<file path="src/verilog/timer8_pkg.sv">
// Contract
// - Count and both compares are 8-bit, compared continuously
// - Timer tick from prescaler or external pin
// - Clock select zero stops counter, CPU access stays
// - Tick clears, increments or decrements; flags top/bottom
// - CPU count write beats clear and count
// - Wave mode is three bits across two controls
// - Overflow flag per mode, can request interrupt
// - Compare flag sets on tick after equality
// - Flags visible and individually masked into requests
// - Flag cleared by service or write one
// - Compare buffered in PWM modes only
// - Buffer loads active compare at top only
// - CPU reaches buffer or active compare per mode
// - Force strobe acts like match, non-PWM only
// - Count write blocks matches on next tick
// - Output state survives wave mode changes
// - Output action unbuffered, applies at next match
// - Reset clears output state to zero
// - Nonzero action overrides port; direction from port
// - Action zero leaves output state unchanged
// - Bottom 0x00, max 0xff, top max or compare A
// - Select 7 rising, 6 falling synchronised pin edges
// - Normal mode overflow sets as counter wraps
`default_nettype none
package timer8_pkg;
  // ==========================================================
  // Bus carriers
  typedef struct packed {
    logic [7:0]  awaddr;
    logic        awvalid;
    logic [31:0] wdata;
    logic [3:0]  wstrb;
    logic        wvalid;
    logic        bready;
    logic [7:0]  araddr;
    logic        arvalid;
    logic        rready;
  } axil_req_t;
  typedef struct packed {
    logic        awready;
    logic        wready;
    logic [1:0]  bresp;
    logic        bvalid;
    logic        arready;
    logic [31:0] rdata;
    logic [1:0]  rresp;
    logic        rvalid;
  } axil_resp_t;
  localparam logic [1:0] RESP_OKAY   = 2'h0;
  localparam logic [1:0] RESP_SLVERR = 2'h2;
  // ==========================================================
  // Register offsets
  localparam logic [7:0] OFF_CONTROL_A = 8'h00;
  localparam logic [7:0] OFF_CONTROL_B = 8'h04;
  localparam logic [7:0] OFF_COUNT     = 8'h08;
  localparam logic [7:0] OFF_COMPARE_A = 8'h0c;
  localparam logic [7:0] OFF_COMPARE_B = 8'h10;
  localparam logic [7:0] OFF_IRQ_MASK  = 8'h14;
  localparam logic [7:0] OFF_IRQ_FLAG  = 8'h18;
  // ==========================================================
  // Field positions and reset values
  localparam int CA_ACT_A_LSB = 6;
  localparam int CA_ACT_B_LSB = 4;
  localparam int CB_FORCE_A   = 7;
  localparam int CB_FORCE_B   = 6;
  localparam int CB_WAVE2     = 3;
  localparam int IRQ_OV       = 0;
  localparam int IRQ_A        = 1;
  localparam logic [7:0] REG_RESET = 8'h00;
  // ==========================================================
  // Counter limits, clock selects, modes, actions
  localparam logic [7:0] BOTTOM_VAL  = 8'h00;
  localparam logic [7:0] MAX_VAL     = 8'hff;
  localparam logic [9:0] PRE_MASK_8    = 10'h007;
  localparam logic [9:0] PRE_MASK_64   = 10'h03f;
  localparam logic [9:0] PRE_MASK_256  = 10'h0ff;
  localparam logic [9:0] PRE_MASK_1024 = 10'h3ff;
  localparam logic [2:0] WM_NORMAL = 3'h0;
  localparam logic [2:0] WM_CTC    = 3'h2;
  localparam logic [1:0] ACT_NONE   = 2'h0;
  localparam logic [1:0] ACT_TOGGLE = 2'h1;
  localparam logic [1:0] ACT_CLEAR  = 2'h2;
endpackage : timer8_pkg
`default_nettype wire

</file>
<file path="src/verilog/timer8_unit.sv">
// The address map and register access over AXI4-Lite were chosen for this implementation.
`default_nettype none
module timer8_unit
  import timer8_pkg::*;
(
  // Clock and reset
  input  wire logic       i_clk,
  input  wire logic       i_reset_n,
  // Register bus
  input  wire axil_req_t  i_bus,
  output var  axil_resp_t o_bus,
  // Pins and port
  input  wire logic       i_ext_count_pin,
  input  wire logic [1:0] i_port_out,
  input  wire logic [1:0] i_pin_dir_bit,
  output logic [1:0]      o_wave_out,
  output logic [1:0]      o_wave_oe,
  // Interrupt request and service
  input  wire logic [2:0] i_irq_ack,
  output logic [2:0]      o_irq_req
);

  // ==========================================================
  // Waveform output next state
  function automatic logic next_oc(input logic oc, input logic [1:0] act,
                                   input logic match, input logic bottom,
                                   input logic forced, input logic pwm,
                                   input logic fast, input logic up,
                                   input logic tog_ok);
    logic r;
    r = oc;
    if (!pwm) begin
      if (match || forced) begin
        if (act == ACT_TOGGLE) begin
          r = ~oc;
        end else if (act != ACT_NONE) begin
          r = act[0];
        end
      end
    end else if (act == ACT_TOGGLE) begin
      if (match && tog_ok) begin
        r = ~oc;
      end
    end else if (act[1]) begin
      // Bottom wins so a compare at max gives a steady level
      if (fast && bottom) begin
        r = ~act[0];
      end else if (match) begin
        r = (fast || up) ? act[0] : ~act[0];
      end
    end
    return r;
  endfunction : next_oc

  // ==========================================================
  // State
  logic [7:0] ctrl_a_r,  ctrl_a_nxt;
  logic [3:0] ctrl_b_r,  ctrl_b_nxt;
  logic [7:0] cnt_r,     cnt_nxt;
  logic       up_r,      up_nxt;
  logic       block_r,   block_nxt;
  logic [7:0] ocr_buf_r [2];
  logic [7:0] ocr_buf_nxt [2];
  logic [7:0] ocr_act_r [2];
  logic [7:0] ocr_act_nxt [2];
  logic [1:0] oc_r,      oc_nxt;
  logic [2:0] mask_r,    mask_nxt;
  logic [2:0] flag_r,    flag_nxt;
  logic [9:0] pre_r,     pre_nxt;
  logic [2:0] pin_sync_r;
  logic [1:0] wave_out_nxt;
  logic [2:0] irq_nxt;

  // Bus state
  axil_resp_t bus_r, bus_nxt;
  logic       wr_en, rd_en, wr_hit;
  logic [7:0] wdat;

  // Decode
  logic [2:0] wave_mode;
  logic [2:0] clock_select;
  logic       pwm, fast, ctc, tick, at_top, at_bottom, ov_evt;
  logic [7:0] top_val;
  logic [1:0] match, forced;
  logic [1:0] out_action [2];

  assign wave_mode     = {ctrl_b_r[CB_WAVE2], ctrl_a_r[1:0]};
  assign clock_select  = ctrl_b_r[2:0];
  assign out_action[0] = ctrl_a_r[CA_ACT_A_LSB +: 2];
  assign out_action[1] = ctrl_a_r[CA_ACT_B_LSB +: 2];
  assign pwm  = wave_mode[0];
  assign fast = wave_mode[1] & wave_mode[0];
  assign ctc  = (wave_mode == WM_CTC);
  assign top_val = wave_mode[2] ? ocr_act_r[0] : MAX_VAL;
  assign wdat = i_bus.wdata[7:0];
  assign wr_en = bus_r.awready;
  assign rd_en = bus_r.arready;
  assign wr_hit = wr_en && i_bus.wstrb[0];

  // ==========================================================
  // Timer tick select
  always_comb begin
    unique case (clock_select)
      3'h0: tick = 1'b0;
      3'h1: tick = 1'b1;
      3'h2: tick = ((pre_r & PRE_MASK_8) == PRE_MASK_8);
      3'h3: tick = ((pre_r & PRE_MASK_64) == PRE_MASK_64);
      3'h4: tick = ((pre_r & PRE_MASK_256) == PRE_MASK_256);
      3'h5: tick = (pre_r == PRE_MASK_1024);
      3'h6: tick = pin_sync_r[2] & ~pin_sync_r[1];
      3'h7: tick = ~pin_sync_r[2] & pin_sync_r[1];
    endcase
  end

  // ==========================================================
  // Counter, compare, flags and outputs
  always_comb begin
    cnt_nxt    = cnt_r;
    up_nxt     = up_r;
    block_nxt  = block_r;
    ctrl_a_nxt = ctrl_a_r;
    ctrl_b_nxt = ctrl_b_r;
    mask_nxt   = mask_r;
    pre_nxt    = pre_r + 10'h001;
    at_top     = 1'b0;
    at_bottom  = 1'b0;
    ov_evt     = 1'b0;
    forced     = 2'b00;
    for (int i = 0; i < 2; i++) begin
      ocr_buf_nxt[i] = ocr_buf_r[i];
      ocr_act_nxt[i] = ocr_act_r[i];
      // Equality is always watched, acted on only at a tick
      match[i] = tick && !block_r && (cnt_r == ocr_act_r[i]);
    end
    // Counting sequence per mode
    if (tick) begin
      block_nxt = 1'b0;
      if (pwm && !fast) begin
        if (up_r) begin
          if (cnt_r == top_val) begin
            up_nxt  = 1'b0;
            at_top  = 1'b1;
            cnt_nxt = cnt_r - 8'h01;
          end else begin
            cnt_nxt = cnt_r + 8'h01;
          end
        end else if (cnt_r == BOTTOM_VAL) begin
          up_nxt    = 1'b1;
          at_bottom = 1'b1;
          ov_evt    = 1'b1;
          cnt_nxt   = cnt_r + 8'h01;
        end else begin
          cnt_nxt = cnt_r - 8'h01;
        end
      end else if (fast) begin
        if (cnt_r == top_val) begin
          at_top    = 1'b1;
          at_bottom = 1'b1;
          ov_evt    = 1'b1;
          cnt_nxt   = BOTTOM_VAL;
        end else begin
          cnt_nxt = cnt_r + 8'h01;
        end
      end else begin
        up_nxt  = 1'b1;
        ov_evt  = (cnt_r == MAX_VAL);
        cnt_nxt = (ctc && cnt_r == ocr_act_r[0]) ? BOTTOM_VAL : cnt_r + 8'h01;
      end
    end
    // Buffered compare loads at the turning point only
    if (pwm && at_top) begin
      ocr_act_nxt[0] = ocr_buf_r[0];
      ocr_act_nxt[1] = ocr_buf_r[1];
    end
    // Software writes
    if (wr_hit) begin
      unique case (i_bus.awaddr)
        OFF_CONTROL_A: ctrl_a_nxt = wdat;
        OFF_CONTROL_B: begin
          ctrl_b_nxt = wdat[3:0];
          forced     = pwm ? 2'b00 : {wdat[CB_FORCE_B], wdat[CB_FORCE_A]};
        end
        OFF_COUNT: begin
          cnt_nxt   = wdat;
          block_nxt = 1'b1;
        end
        OFF_COMPARE_A, OFF_COMPARE_B: begin
          for (int i = 0; i < 2; i++) begin
            if (i_bus.awaddr == (i == 0 ? OFF_COMPARE_A : OFF_COMPARE_B)) begin
              ocr_buf_nxt[i] = wdat;
              if (!pwm) begin
                ocr_act_nxt[i] = wdat;
              end
            end
          end
        end
        OFF_IRQ_MASK: mask_nxt = wdat[2:0];
        default: ;
      endcase
    end
    // Flags: a same-cycle set beats any clear
    flag_nxt = flag_r & ~i_irq_ack;
    if (wr_hit && i_bus.awaddr == OFF_IRQ_FLAG) begin
      flag_nxt = flag_nxt & ~wdat[2:0];
    end
    flag_nxt = flag_nxt | {match, ov_evt};
    irq_nxt  = flag_nxt & mask_nxt;
    // Output state keeps its level across mode changes
    for (int i = 0; i < 2; i++) begin
      oc_nxt[i] = next_oc(oc_r[i], out_action[i], match[i], at_bottom,
                          forced[i], pwm, fast, up_r, i == 0 && wave_mode[2]);
      wave_out_nxt[i] = (out_action[i] != ACT_NONE) ? oc_nxt[i] : i_port_out[i];
    end
  end

  always_ff @(posedge i_clk) begin
    if (!i_reset_n) begin
      ctrl_a_r   <= REG_RESET;
      ctrl_b_r   <= 4'h0;
      cnt_r      <= REG_RESET;
      up_r       <= 1'b1;
      block_r    <= 1'b0;
      ocr_buf_r  <= '{REG_RESET, REG_RESET};
      ocr_act_r  <= '{REG_RESET, REG_RESET};
      oc_r       <= 2'b00;
      mask_r     <= 3'h0;
      flag_r     <= 3'h0;
      pre_r      <= 10'h000;
      pin_sync_r <= 3'h0;
      o_wave_out <= 2'b00;
      o_wave_oe  <= 2'b00;
      o_irq_req  <= 3'h0;
    end else begin
      ctrl_a_r   <= ctrl_a_nxt;
      ctrl_b_r   <= ctrl_b_nxt;
      cnt_r      <= cnt_nxt;
      up_r       <= up_nxt;
      block_r    <= block_nxt;
      ocr_buf_r  <= ocr_buf_nxt;
      ocr_act_r  <= ocr_act_nxt;
      oc_r       <= oc_nxt;
      mask_r     <= mask_nxt;
      flag_r     <= flag_nxt;
      pre_r      <= pre_nxt;
      pin_sync_r <= {pin_sync_r[1:0], i_ext_count_pin};
      o_wave_out <= wave_out_nxt;
      o_wave_oe  <= i_pin_dir_bit;
      o_irq_req  <= irq_nxt;
    end
  end

  // ==========================================================
  // AXI4-Lite slave: one write and one read in flight
  always_comb begin
    bus_nxt = bus_r;
    // Address and data taken together, ready held one cycle
    bus_nxt.awready = i_bus.awvalid && i_bus.wvalid && !bus_r.awready && !bus_r.bvalid;
    bus_nxt.wready  = bus_nxt.awready;
    bus_nxt.arready = i_bus.arvalid && !bus_r.arready && !bus_r.rvalid;
    if (bus_r.bvalid && i_bus.bready) begin
      bus_nxt.bvalid = 1'b0;
    end
    if (wr_en) begin
      bus_nxt.bvalid = 1'b1;
      bus_nxt.bresp  = (i_bus.awaddr <= OFF_IRQ_FLAG && i_bus.awaddr[1:0] == 2'b00)
                       ? RESP_OKAY : RESP_SLVERR;
    end
    if (bus_r.rvalid && i_bus.rready) begin
      bus_nxt.rvalid = 1'b0;
    end
    if (rd_en) begin
      bus_nxt.rvalid = 1'b1;
      bus_nxt.rresp  = RESP_OKAY;
      bus_nxt.rdata  = 32'h0000_0000;
      unique case (i_bus.araddr)
        OFF_CONTROL_A: bus_nxt.rdata[7:0] = ctrl_a_r;
        OFF_CONTROL_B: bus_nxt.rdata[3:0] = ctrl_b_r;            // Strobes read zero
        OFF_COUNT:     bus_nxt.rdata[7:0] = cnt_r;
        OFF_COMPARE_A: bus_nxt.rdata[7:0] = pwm ? ocr_buf_r[0] : ocr_act_r[0];
        OFF_COMPARE_B: bus_nxt.rdata[7:0] = pwm ? ocr_buf_r[1] : ocr_act_r[1];
        OFF_IRQ_MASK:  bus_nxt.rdata[2:0] = mask_r;
        OFF_IRQ_FLAG:  bus_nxt.rdata[2:0] = flag_r;
        default:       bus_nxt.rresp = RESP_SLVERR;
      endcase
    end
  end

  always_ff @(posedge i_clk) begin
    if (!i_reset_n) begin
      bus_r <= '0;
    end else begin
      bus_r <= bus_nxt;
    end
  end
  assign o_bus = bus_r;

  // ==========================================================
  // Checks
  stop_hold_a: assert property (@(posedge i_clk) disable iff (!i_reset_n)
    (clock_select == 3'h0 && !wr_hit) |=> $stable(cnt_r))
    else $error("counter moved while stopped");
  cnt_write_a: assert property (@(posedge i_clk) disable iff (!i_reset_n)
    (wr_hit && i_bus.awaddr == OFF_COUNT) |=> cnt_r == $past(wdat))
    else $error("counter write lost to counting");
  flag_set_a: assert property (@(posedge i_clk) disable iff (!i_reset_n)
    match[0] |=> flag_r[IRQ_A] ##1 (flag_r[IRQ_A] || $past(i_irq_ack[IRQ_A]) || $past(wr_hit)))
    else $error("compare flag not set after match");
  // Count write holds off every match until the next tick
  match_block_a: assert property (@(posedge i_clk) disable iff (!i_reset_n)
    (wr_hit && i_bus.awaddr == OFF_COUNT) |=> block_r && (match == 2'b00))
    else $error("match seen after counter write");
  block_hold_a: assert property (@(posedge i_clk) disable iff (!i_reset_n)
    (block_r && !tick && !wr_hit) |=> block_r)
    else $error("match block dropped before a tick");
  wrap_ovf_a: assert property (@(posedge i_clk) disable iff (!i_reset_n)
    (tick && wave_mode == WM_NORMAL && cnt_r == MAX_VAL && !wr_hit)
    |=> (cnt_r == BOTTOM_VAL) && flag_r[IRQ_OV])
    else $error("normal wrap without overflow");
  oc_reset_a: assert property (@(posedge i_clk)
    !i_reset_n |=> oc_r == 2'b00)
    else $error("output state not cleared by reset");
  no_action_a: assert property (@(posedge i_clk) disable iff (!i_reset_n)
    (out_action[0] == ACT_NONE) |=> oc_r[0] == $past(oc_r[0]))
    else $error("output changed with no action");
  irq_mask_a: assert property (@(posedge i_clk) disable iff (!i_reset_n)
    ##1 o_irq_req == (flag_r & mask_r))
    else $error("request does not follow flags and mask");
  ack_clear_a: assert property (@(posedge i_clk) disable iff (!i_reset_n)
    (i_irq_ack[IRQ_OV] && !ov_evt) |=> !flag_r[IRQ_OV])
    else $error("serviced flag not cleared");
  buf_hold_a: assert property (@(posedge i_clk) disable iff (!i_reset_n)
    (pwm && !at_top) |=> $stable(ocr_act_r[0]))
    else $error("buffered compare loaded off the turning point");
  port_over_a: assert property (@(posedge i_clk) disable iff (!i_reset_n)
    (out_action[1] != ACT_NONE) |=> o_wave_out[1] == oc_r[1])
    else $error("wave output not overriding port");
  oe_follow_a: assert property (@(posedge i_clk) disable iff (!i_reset_n)
    1'b1 |=> o_wave_oe == $past(i_pin_dir_bit))
    else $error("pin direction not taken from port");
  force_quiet_a: assert property (@(posedge i_clk) disable iff (!i_reset_n)
    (forced[0] && !match[0]) |=> (!flag_r[IRQ_A] || $past(flag_r[IRQ_A])))
    else $error("forced compare set a flag");

endmodule : timer8_unit
`default_nettype wire

</file>
<file path="config.mk">
export PLATFORM = sky130hd
export DESIGN_NAME = timer8_unit
export DESIGN_NICKNAME = d
export VERILOG_FILES = /design/src/verilog/timer8_pkg.sv /design/src/verilog/timer8_unit.sv
export SDC_FILE = /design/constraint.sdc
export NUM_CORES = 1
export LEC_CHECK = 0
export BUFFER_PORTS_ARGS = -buffer_cell sky130_fd_sc_hd__buf_4
export CORE_ASPECT_RATIO = 1.2
export CORE_UTILIZATION = 45
export DETAILED_ROUTE_END_ITERATION = 8
export PLACE_DENSITY = 0.71
export SKIP_CTS_REPAIR_TIMING = 1
export SLEW_MARGIN = 20
export SYNTH_ARGS = -nofsm -noshare
export SYNTH_HDL_FRONTEND = slang
export SYNTH_SLANG_ARGS = --single-unit
</file>
<file path="constraint.sdc">
create_clock -name i_clk -period 3.88 [get_ports i_clk]
set_input_delay 0.388 -clock i_clk [delete_from_list [all_inputs] [get_ports i_clk]]
set_output_delay 0.388 -clock i_clk [all_outputs]
set_load 0.05 [all_outputs]
</file>
==> reports/summary.txt, run 1 <==
Outcome - complete, no violations
Critical-path top delay cell - dfxtp_1
CORE AREA - 0.01211 mm²
Worst setup SP type - register
Critical Path RT - 4110 ps
Cell Area, Synth - 0.005620 mm²
Synth Area in Compound Gates - 17.32%
Routed wire length per instance - 17.39 µm
Setup WS pre-CTS - 830.3 ps
Die ar. - 0.01294 mm²
Post-synth top cells - dfxtp_1, mux2i_1, nand2_1, nor2b_1, clkbuf_1
Placed cell count - 830
Mux cell area share after synthesis - 12.60%
Mapped Cells - 651
Clk slew on worst S/H paths - 70 ps
DRC Markers - 0
Worst path bufs/invs - 0
Via density - 5.757
Register area share after synthesis - 34.19%
Initial Utilization - 46.40%
YS warnings - 0
Yosys cell types - 70
PwrDens - 327.0 mW/mm²
Final setup TNS - 0 ps
Post-synth top area cell - dfxtp_1
# diodes - 0
Clock Skew - 4.150 ps
Main area contributors after synthesis - dfxtp_1, mux2i_1, nor2b_1
Period Utilization, post-route - 79.56%
Total power - 2.060 mW
Final GP Congestion - 0.9014
Peak supply drop - 0.3268 mV
Largest net degree at the start of global routing - 59
Clock buffer depth - 2
Layout Cells excl Fill - 846
Starting DRC count in detailed routing - 328
Fmax - 0.3239 GHz
Worst-Margin Slew - 802.1 ps
Vias in the first global route - 4862
XOR/XNOR Fraction of Synth Area - 2.493%
Count leader, synth - dfxtp_1
Die Wd - 104.0 µm
Root Driver - clkbuf_16
CP Data Arrival Time - 3320 ps
Worst Setup Path Type - register to register
Hold Crit Class - input port to register
Post-detail-place hpwl - 10570 µm
Max_cap viols - 0
Synth-to-Final Area Change - 12.11%
Crit path time final - 3087 ps
DRT Pass-1 Iters - 5
Largest family of logic cells by synthesized area - simple AND/OR/NAND/NOR gates
Cells along the critical path - nor2b_1, a2111o_1, or4_4, nor4_4, mux2i_1, o22ai_1, nor3_1, o21ai_1
Share of cells above drive strength 1 - 15.47%
Simple-gate share of the synthesized area - 23.93%
CP delay by family, top - simple AND/OR/NAND/NOR gates
Share of synthesized registers carrying an async set or reset - 0%
R2R setup slack - 790 ps
Clk sinks - 96
Max-slew violations - 0
Synthesized flop and latch total - 96
Ports - 115
RSZ-0062 raised after global routing - false
CP Capture Type - register
# port buffers - 61
Remaining antenna violation count - 0
Total number of vias - 4870
Post-route setup slack - 793.1 ps
Total Routed Length - 14720 µm
Num CTS Buffers - 9
Post-Synth Adder-Cell Area - 1.113%
Total track usage - 23.35%
Relative slew margins - 46.27%
Row Count - 44
Largest stage delay on the critical path - 600 ps
First-pass GRT wire length - 24200 µm
Layout Nets - 752
H-tree depth - 3
Clk_lat worst skew - 350 ps
Main synth FF type - dfxtp_1
Post-synth top area share - 34.19%
Final core utilization - 52.02%
Final hold violation count - 0
CTS tree - yes
Number of synthesized flops with an enable pin - 0
Die span in y - 124.4 µm
Critical path fanouts, max - 11
Leakage - 2.704 nW
Syn avg cell area - 8.633 µm²
Initial antenna violation count - 0
Remaining Overflow, GRT - 0
Setup violators final - 0
-- layout make-up --
class	count	area [µm²]
well taps	161	201.4
clock inverters	6	43.79
clock buffers	10	239.0
flip-flops and latches	96	1922
fillers	1157	5811
multi-input cells	490	3328
inverters	15	56.30
repair buffers	68	510.5
-- sequential cells by signal, indices dropped and copies added, names as in the netlist --
register / flops
oc_r: 2
ocr_act_r: 16
o_wave_out: 2
cnt_r: 8
ctrl_a_r: 8
pin_sync_r: 3
block_r: 1
flag_r: 3
rd_en: 1
o_bus: 13
o_wave_oe: 2
up_r: 1
mask_r: 3
ctrl_b_r: 4
ocr_buf_r: 16
o_irq_req: 3
pre_r: 10
-- power breakdown --
group	switching, mW	leakage (nW)	internal, mW
Sequential	0.0122	0.777	0.997
Combinational	0.141	1.79	0.0622
Clock	0.393	0.139	0.454
Total	0.547	2.70	1.51
-- through the flow --
stage	area [µm²]	hold WS [ps]
finish	6301	246.4
floorplan	5714	411.9
detailed placement	6017	426.0
CTS	6300	238.1
global route	6301	244.1
global placement	6017	423.5
-- placed cells by master, fill, tap and decap left out, drive strengths merged, types with 5 or more instances in the layout --
master  instances
a21oi          17
a221oi          5
a22o            6
a31oi          16
and2           16
and3            6
buf            68
clkbuf         10
clkinv          5
conb           26
dfxtp          96
ha              5
inv            15
mux2            6
mux2i          64
nand2          55
nand2b         16
nand3          16
nand4          11
nor2           34
nor2b          52
nor3           12
o211a          18
o21ai          23
o22ai           5
xnor2          13
-- final timing paths --
| check | startpoint | endpoint | cells past startpoint |
|---|---|---|---|
| hold reg to reg | pin_sync_r[0]$_SDFF_PN0_ | pin_sync_r[1]$_SDFF_PN0_ | 1 |
| setup reg to reg | cnt_r[3]$_SDFF_PN0_ | o_wave_out[0]$_SDFF_PN0_ | 8 |
| hold / removal | i_pin_dir_bit[1] | o_wave_oe[1]$_SDFF_PN0_ | 2 |
| setup / recovery | cnt_r[3]$_SDFF_PN0_ | o_wave_out[0]$_SDFF_PN0_ | 8 |
-- per-layer routing --
layer  global-route usage, %  vias to the layer above  part of all wire (%)
li1                        -                     2323                     -
met1                   26.93                     2381                    42
met2                   41.84                      145                    52
met3                   3.663                       21                   3.6
met4                   11.09                        0                   2.6
met5                       0                        -                     0
-- cells by family (layout without fill, tap and decap cells) --
logic type | Yosys count | after routing
other | 1 | 26
AO/OA/AOI/OAI | 130 | 130
buffers and inverters | 90 | 99
XOR/XNOR | 16 | 16
multiplexers | 70 | 70
AND/OR/NAND/NOR | 243 | 243
adder cells (fa/ha/maj) | 5 | 5
flip-flops | 96 | 96
(Power assumes the default switching activity.)
==> run 2, diff against run 1 <==
Settings changed: PLACE_DENSITY 0.71 to 0.73.
Clock period 3.88 ns to 2.76 ns, I/O delays scaled along.
==> run 2 against run 1 <==
Net effect: power up 38%; final cell count up 2.6%; wire length up 0.35%; global-route usage is essentially flat; worst setup slack worse by 650 ps; clock-buffer cell count did not move; flip-flop and latch count unchanged; combinational power increased by 45%; critical path depth did not move; clock power rose by 35%; via count is 3.2% higher; worst hold slack lost 100 ps; critical path type unchanged.
==> reports/summary.txt, run 2 (synthesis results as in run 1) <==
Worst Setup Path Type - register to register
Worst-Margin Slew - 669.9 ps
R2R Path Start - ocr_act_r[13]$_SDFF_PN0_
Critical Path RT - 2980 ps
Worst reg2reg path depth - 8
Via density - 5.789
Peak supply drop - 0.5695 mV
Row Count - 44
Largest stage delay on the critical path - 570 ps
Clk slew on worst S/H paths - 70 ps
R2R setup slack - 140 ps
Final hold violation count - 0
Die span in y - 124.4 µm
Post-detail-place hpwl - 10940 µm
Clock buffer depth - 2
Most frequent cells in the layout - dfxtp_1, buf_4, mux2i_1
Filler cell count - 1148
Outcome - complete, no violations
First-pass GRT wire length - 24340 µm
Setup WS pre-CTS - 173.9 ps
Hold path depth - 2
Routing usage on met2 - 43.41%
DRC Markers - 0
Crit path time final - 2622 ps
Busiest grt layer - met2
Top cell by count, worst path - or4_4
Clk sinks - 96
Largest net degree at the start of global routing - 52
Total Routed Length - 14770 µm
Post-route setup slack - 138.4 ps
Setup violators final - 0
# diodes - 0
CP delay by family, top - simple AND/OR/NAND/NOR gates
Fmax - 0.3814 GHz
Initial antenna violation count - 0
Die Wd - 104.0 µm
Critical-path top delay cell - or4_4
Period Utilization, post-route - 94.99%
Cells along the critical path - nor2b_1, a2111o_1, or4_4, or4_4, nand3b_2, a211oi_1, a211oi_2, a21oi_1
Total number of vias - 5025
Total track usage - 23.36%
Total power - 2.851 mW
Routed wire length per instance - 17.01 µm
Starting DRC count in detailed routing - 341
Remaining antenna violation count - 0
Critical path fanouts, max - 11
Met3 usage - 3.349%
Max-slew violations - 0
Worst path bufs/invs - 0
CP Capture Type - register
Initial Utilization - 46.40%
Clk_lat worst skew - 340 ps
Ports - 115
Synth-to-Final Area Change - 15.03%
RSZ-0062 raised after global routing - false
Leakage - 2.818 nW
Remaining Overflow, GRT - 0
Final GP Congestion - 0.8869
CP Data Arrival Time - 2840 ps
Num CTS Buffers - 9
Commonest non-fill, non-tap cell in the layout - dfxtp_1
Hold Crit Class - input port to register
Hold Path End - o_wave_oe[1]$_SDFF_PN0_
CORE AREA - 0.01211 mm²
Share of cells above drive strength 1 - 17.96%
Worst setup SP type - register
Max_cap viols - 0
Die ar. - 0.01294 mm²
Routing usage on met1 - 26.67%
H-tree depth - 3
Vias in the first global route - 4992
Root Driver - clkbuf_16
Relative slew margins - 55.22%
Clock Skew - 5.641 ps
Reg2reg end - cnt_r[3]$_SDFF_PN0_
# port buffers - 61
PwrDens - 441.0 mW/mm²
HP Start - i_pin_dir_bit[1]
DRT Pass-1 Iters - 6
CTS tree - yes
Final setup TNS - 0 ps
Layout Nets - 775
## run 2: how the worst max path moves through the flow
stage | from | to | slack (ps) | cells after the start
4_1_cts | ocr_act_r[13]$_SDFF_PN0_ | cnt_r[3]$_SDFF_PN0_ | 150 | 8
6_report | ocr_act_r[13]$_SDFF_PN0_ | cnt_r[3]$_SDFF_PN0_ | 140 | 8
2_1_floorplan | cnt_r[1]$_SDFF_PN0_ | o_wave_out[0]$_SDFF_PN0_ | 180 | 9
3_5_place_dp | ocr_act_r[13]$_SDFF_PN0_ | cnt_r[3]$_SDFF_PN0_ | 170 | 8
3_3_place_gp | ocr_act_r[13]$_SDFF_PN0_ | cnt_r[3]$_SDFF_PN0_ | 200 | 8
5_1_grt | pre_r[0]$_SDFF_PN0_ | ocr_act_r[5]$_SDFF_PN0_ | 10 | 11
## run 2: cell type report
cell class / instances / area [µm²] / share of cell area, %
clock inverter: 5 / 33.78 / 0.5225
tap: 161 / 201.4 / 3.116
inverter: 15 / 56.30 / 0.8709
clock buffer: 10 / 229.0 / 3.542
sequential: 96 / 1922 / 29.73
multi-input combinational: 490 / 3327 / 51.46
timing repair buffer: 91 / 695.7 / 10.76
## run 2: stage by stage
stage                     utilization (%)  hold slack (ps)  area [µm²]  instances
after detailed placement            51.21            429.8        6202        853
after CTS                           53.38            137.6        6465        868
final                               53.38            142.5        6465        868
after global placement              51.21            433.7        6202        853
after global routing                53.38            142.8        6465        868
after floorplan                         -            403.3        5714        676
## run 2: power by group
part	internal (mW)	total (mW)	switching, mW
logic	0.0916	0.294	0.202
clock network	0.607	1.14	0.534
registers	1.40	1.42	0.0146
total	2.10	2.85	0.751
## run 2: metal layers
layer  vias up  routed length, µm
met5         -                  0
met4         0                356
met3        32                737
met2       192               7799
met1      2436               5872
li1       2365                  -
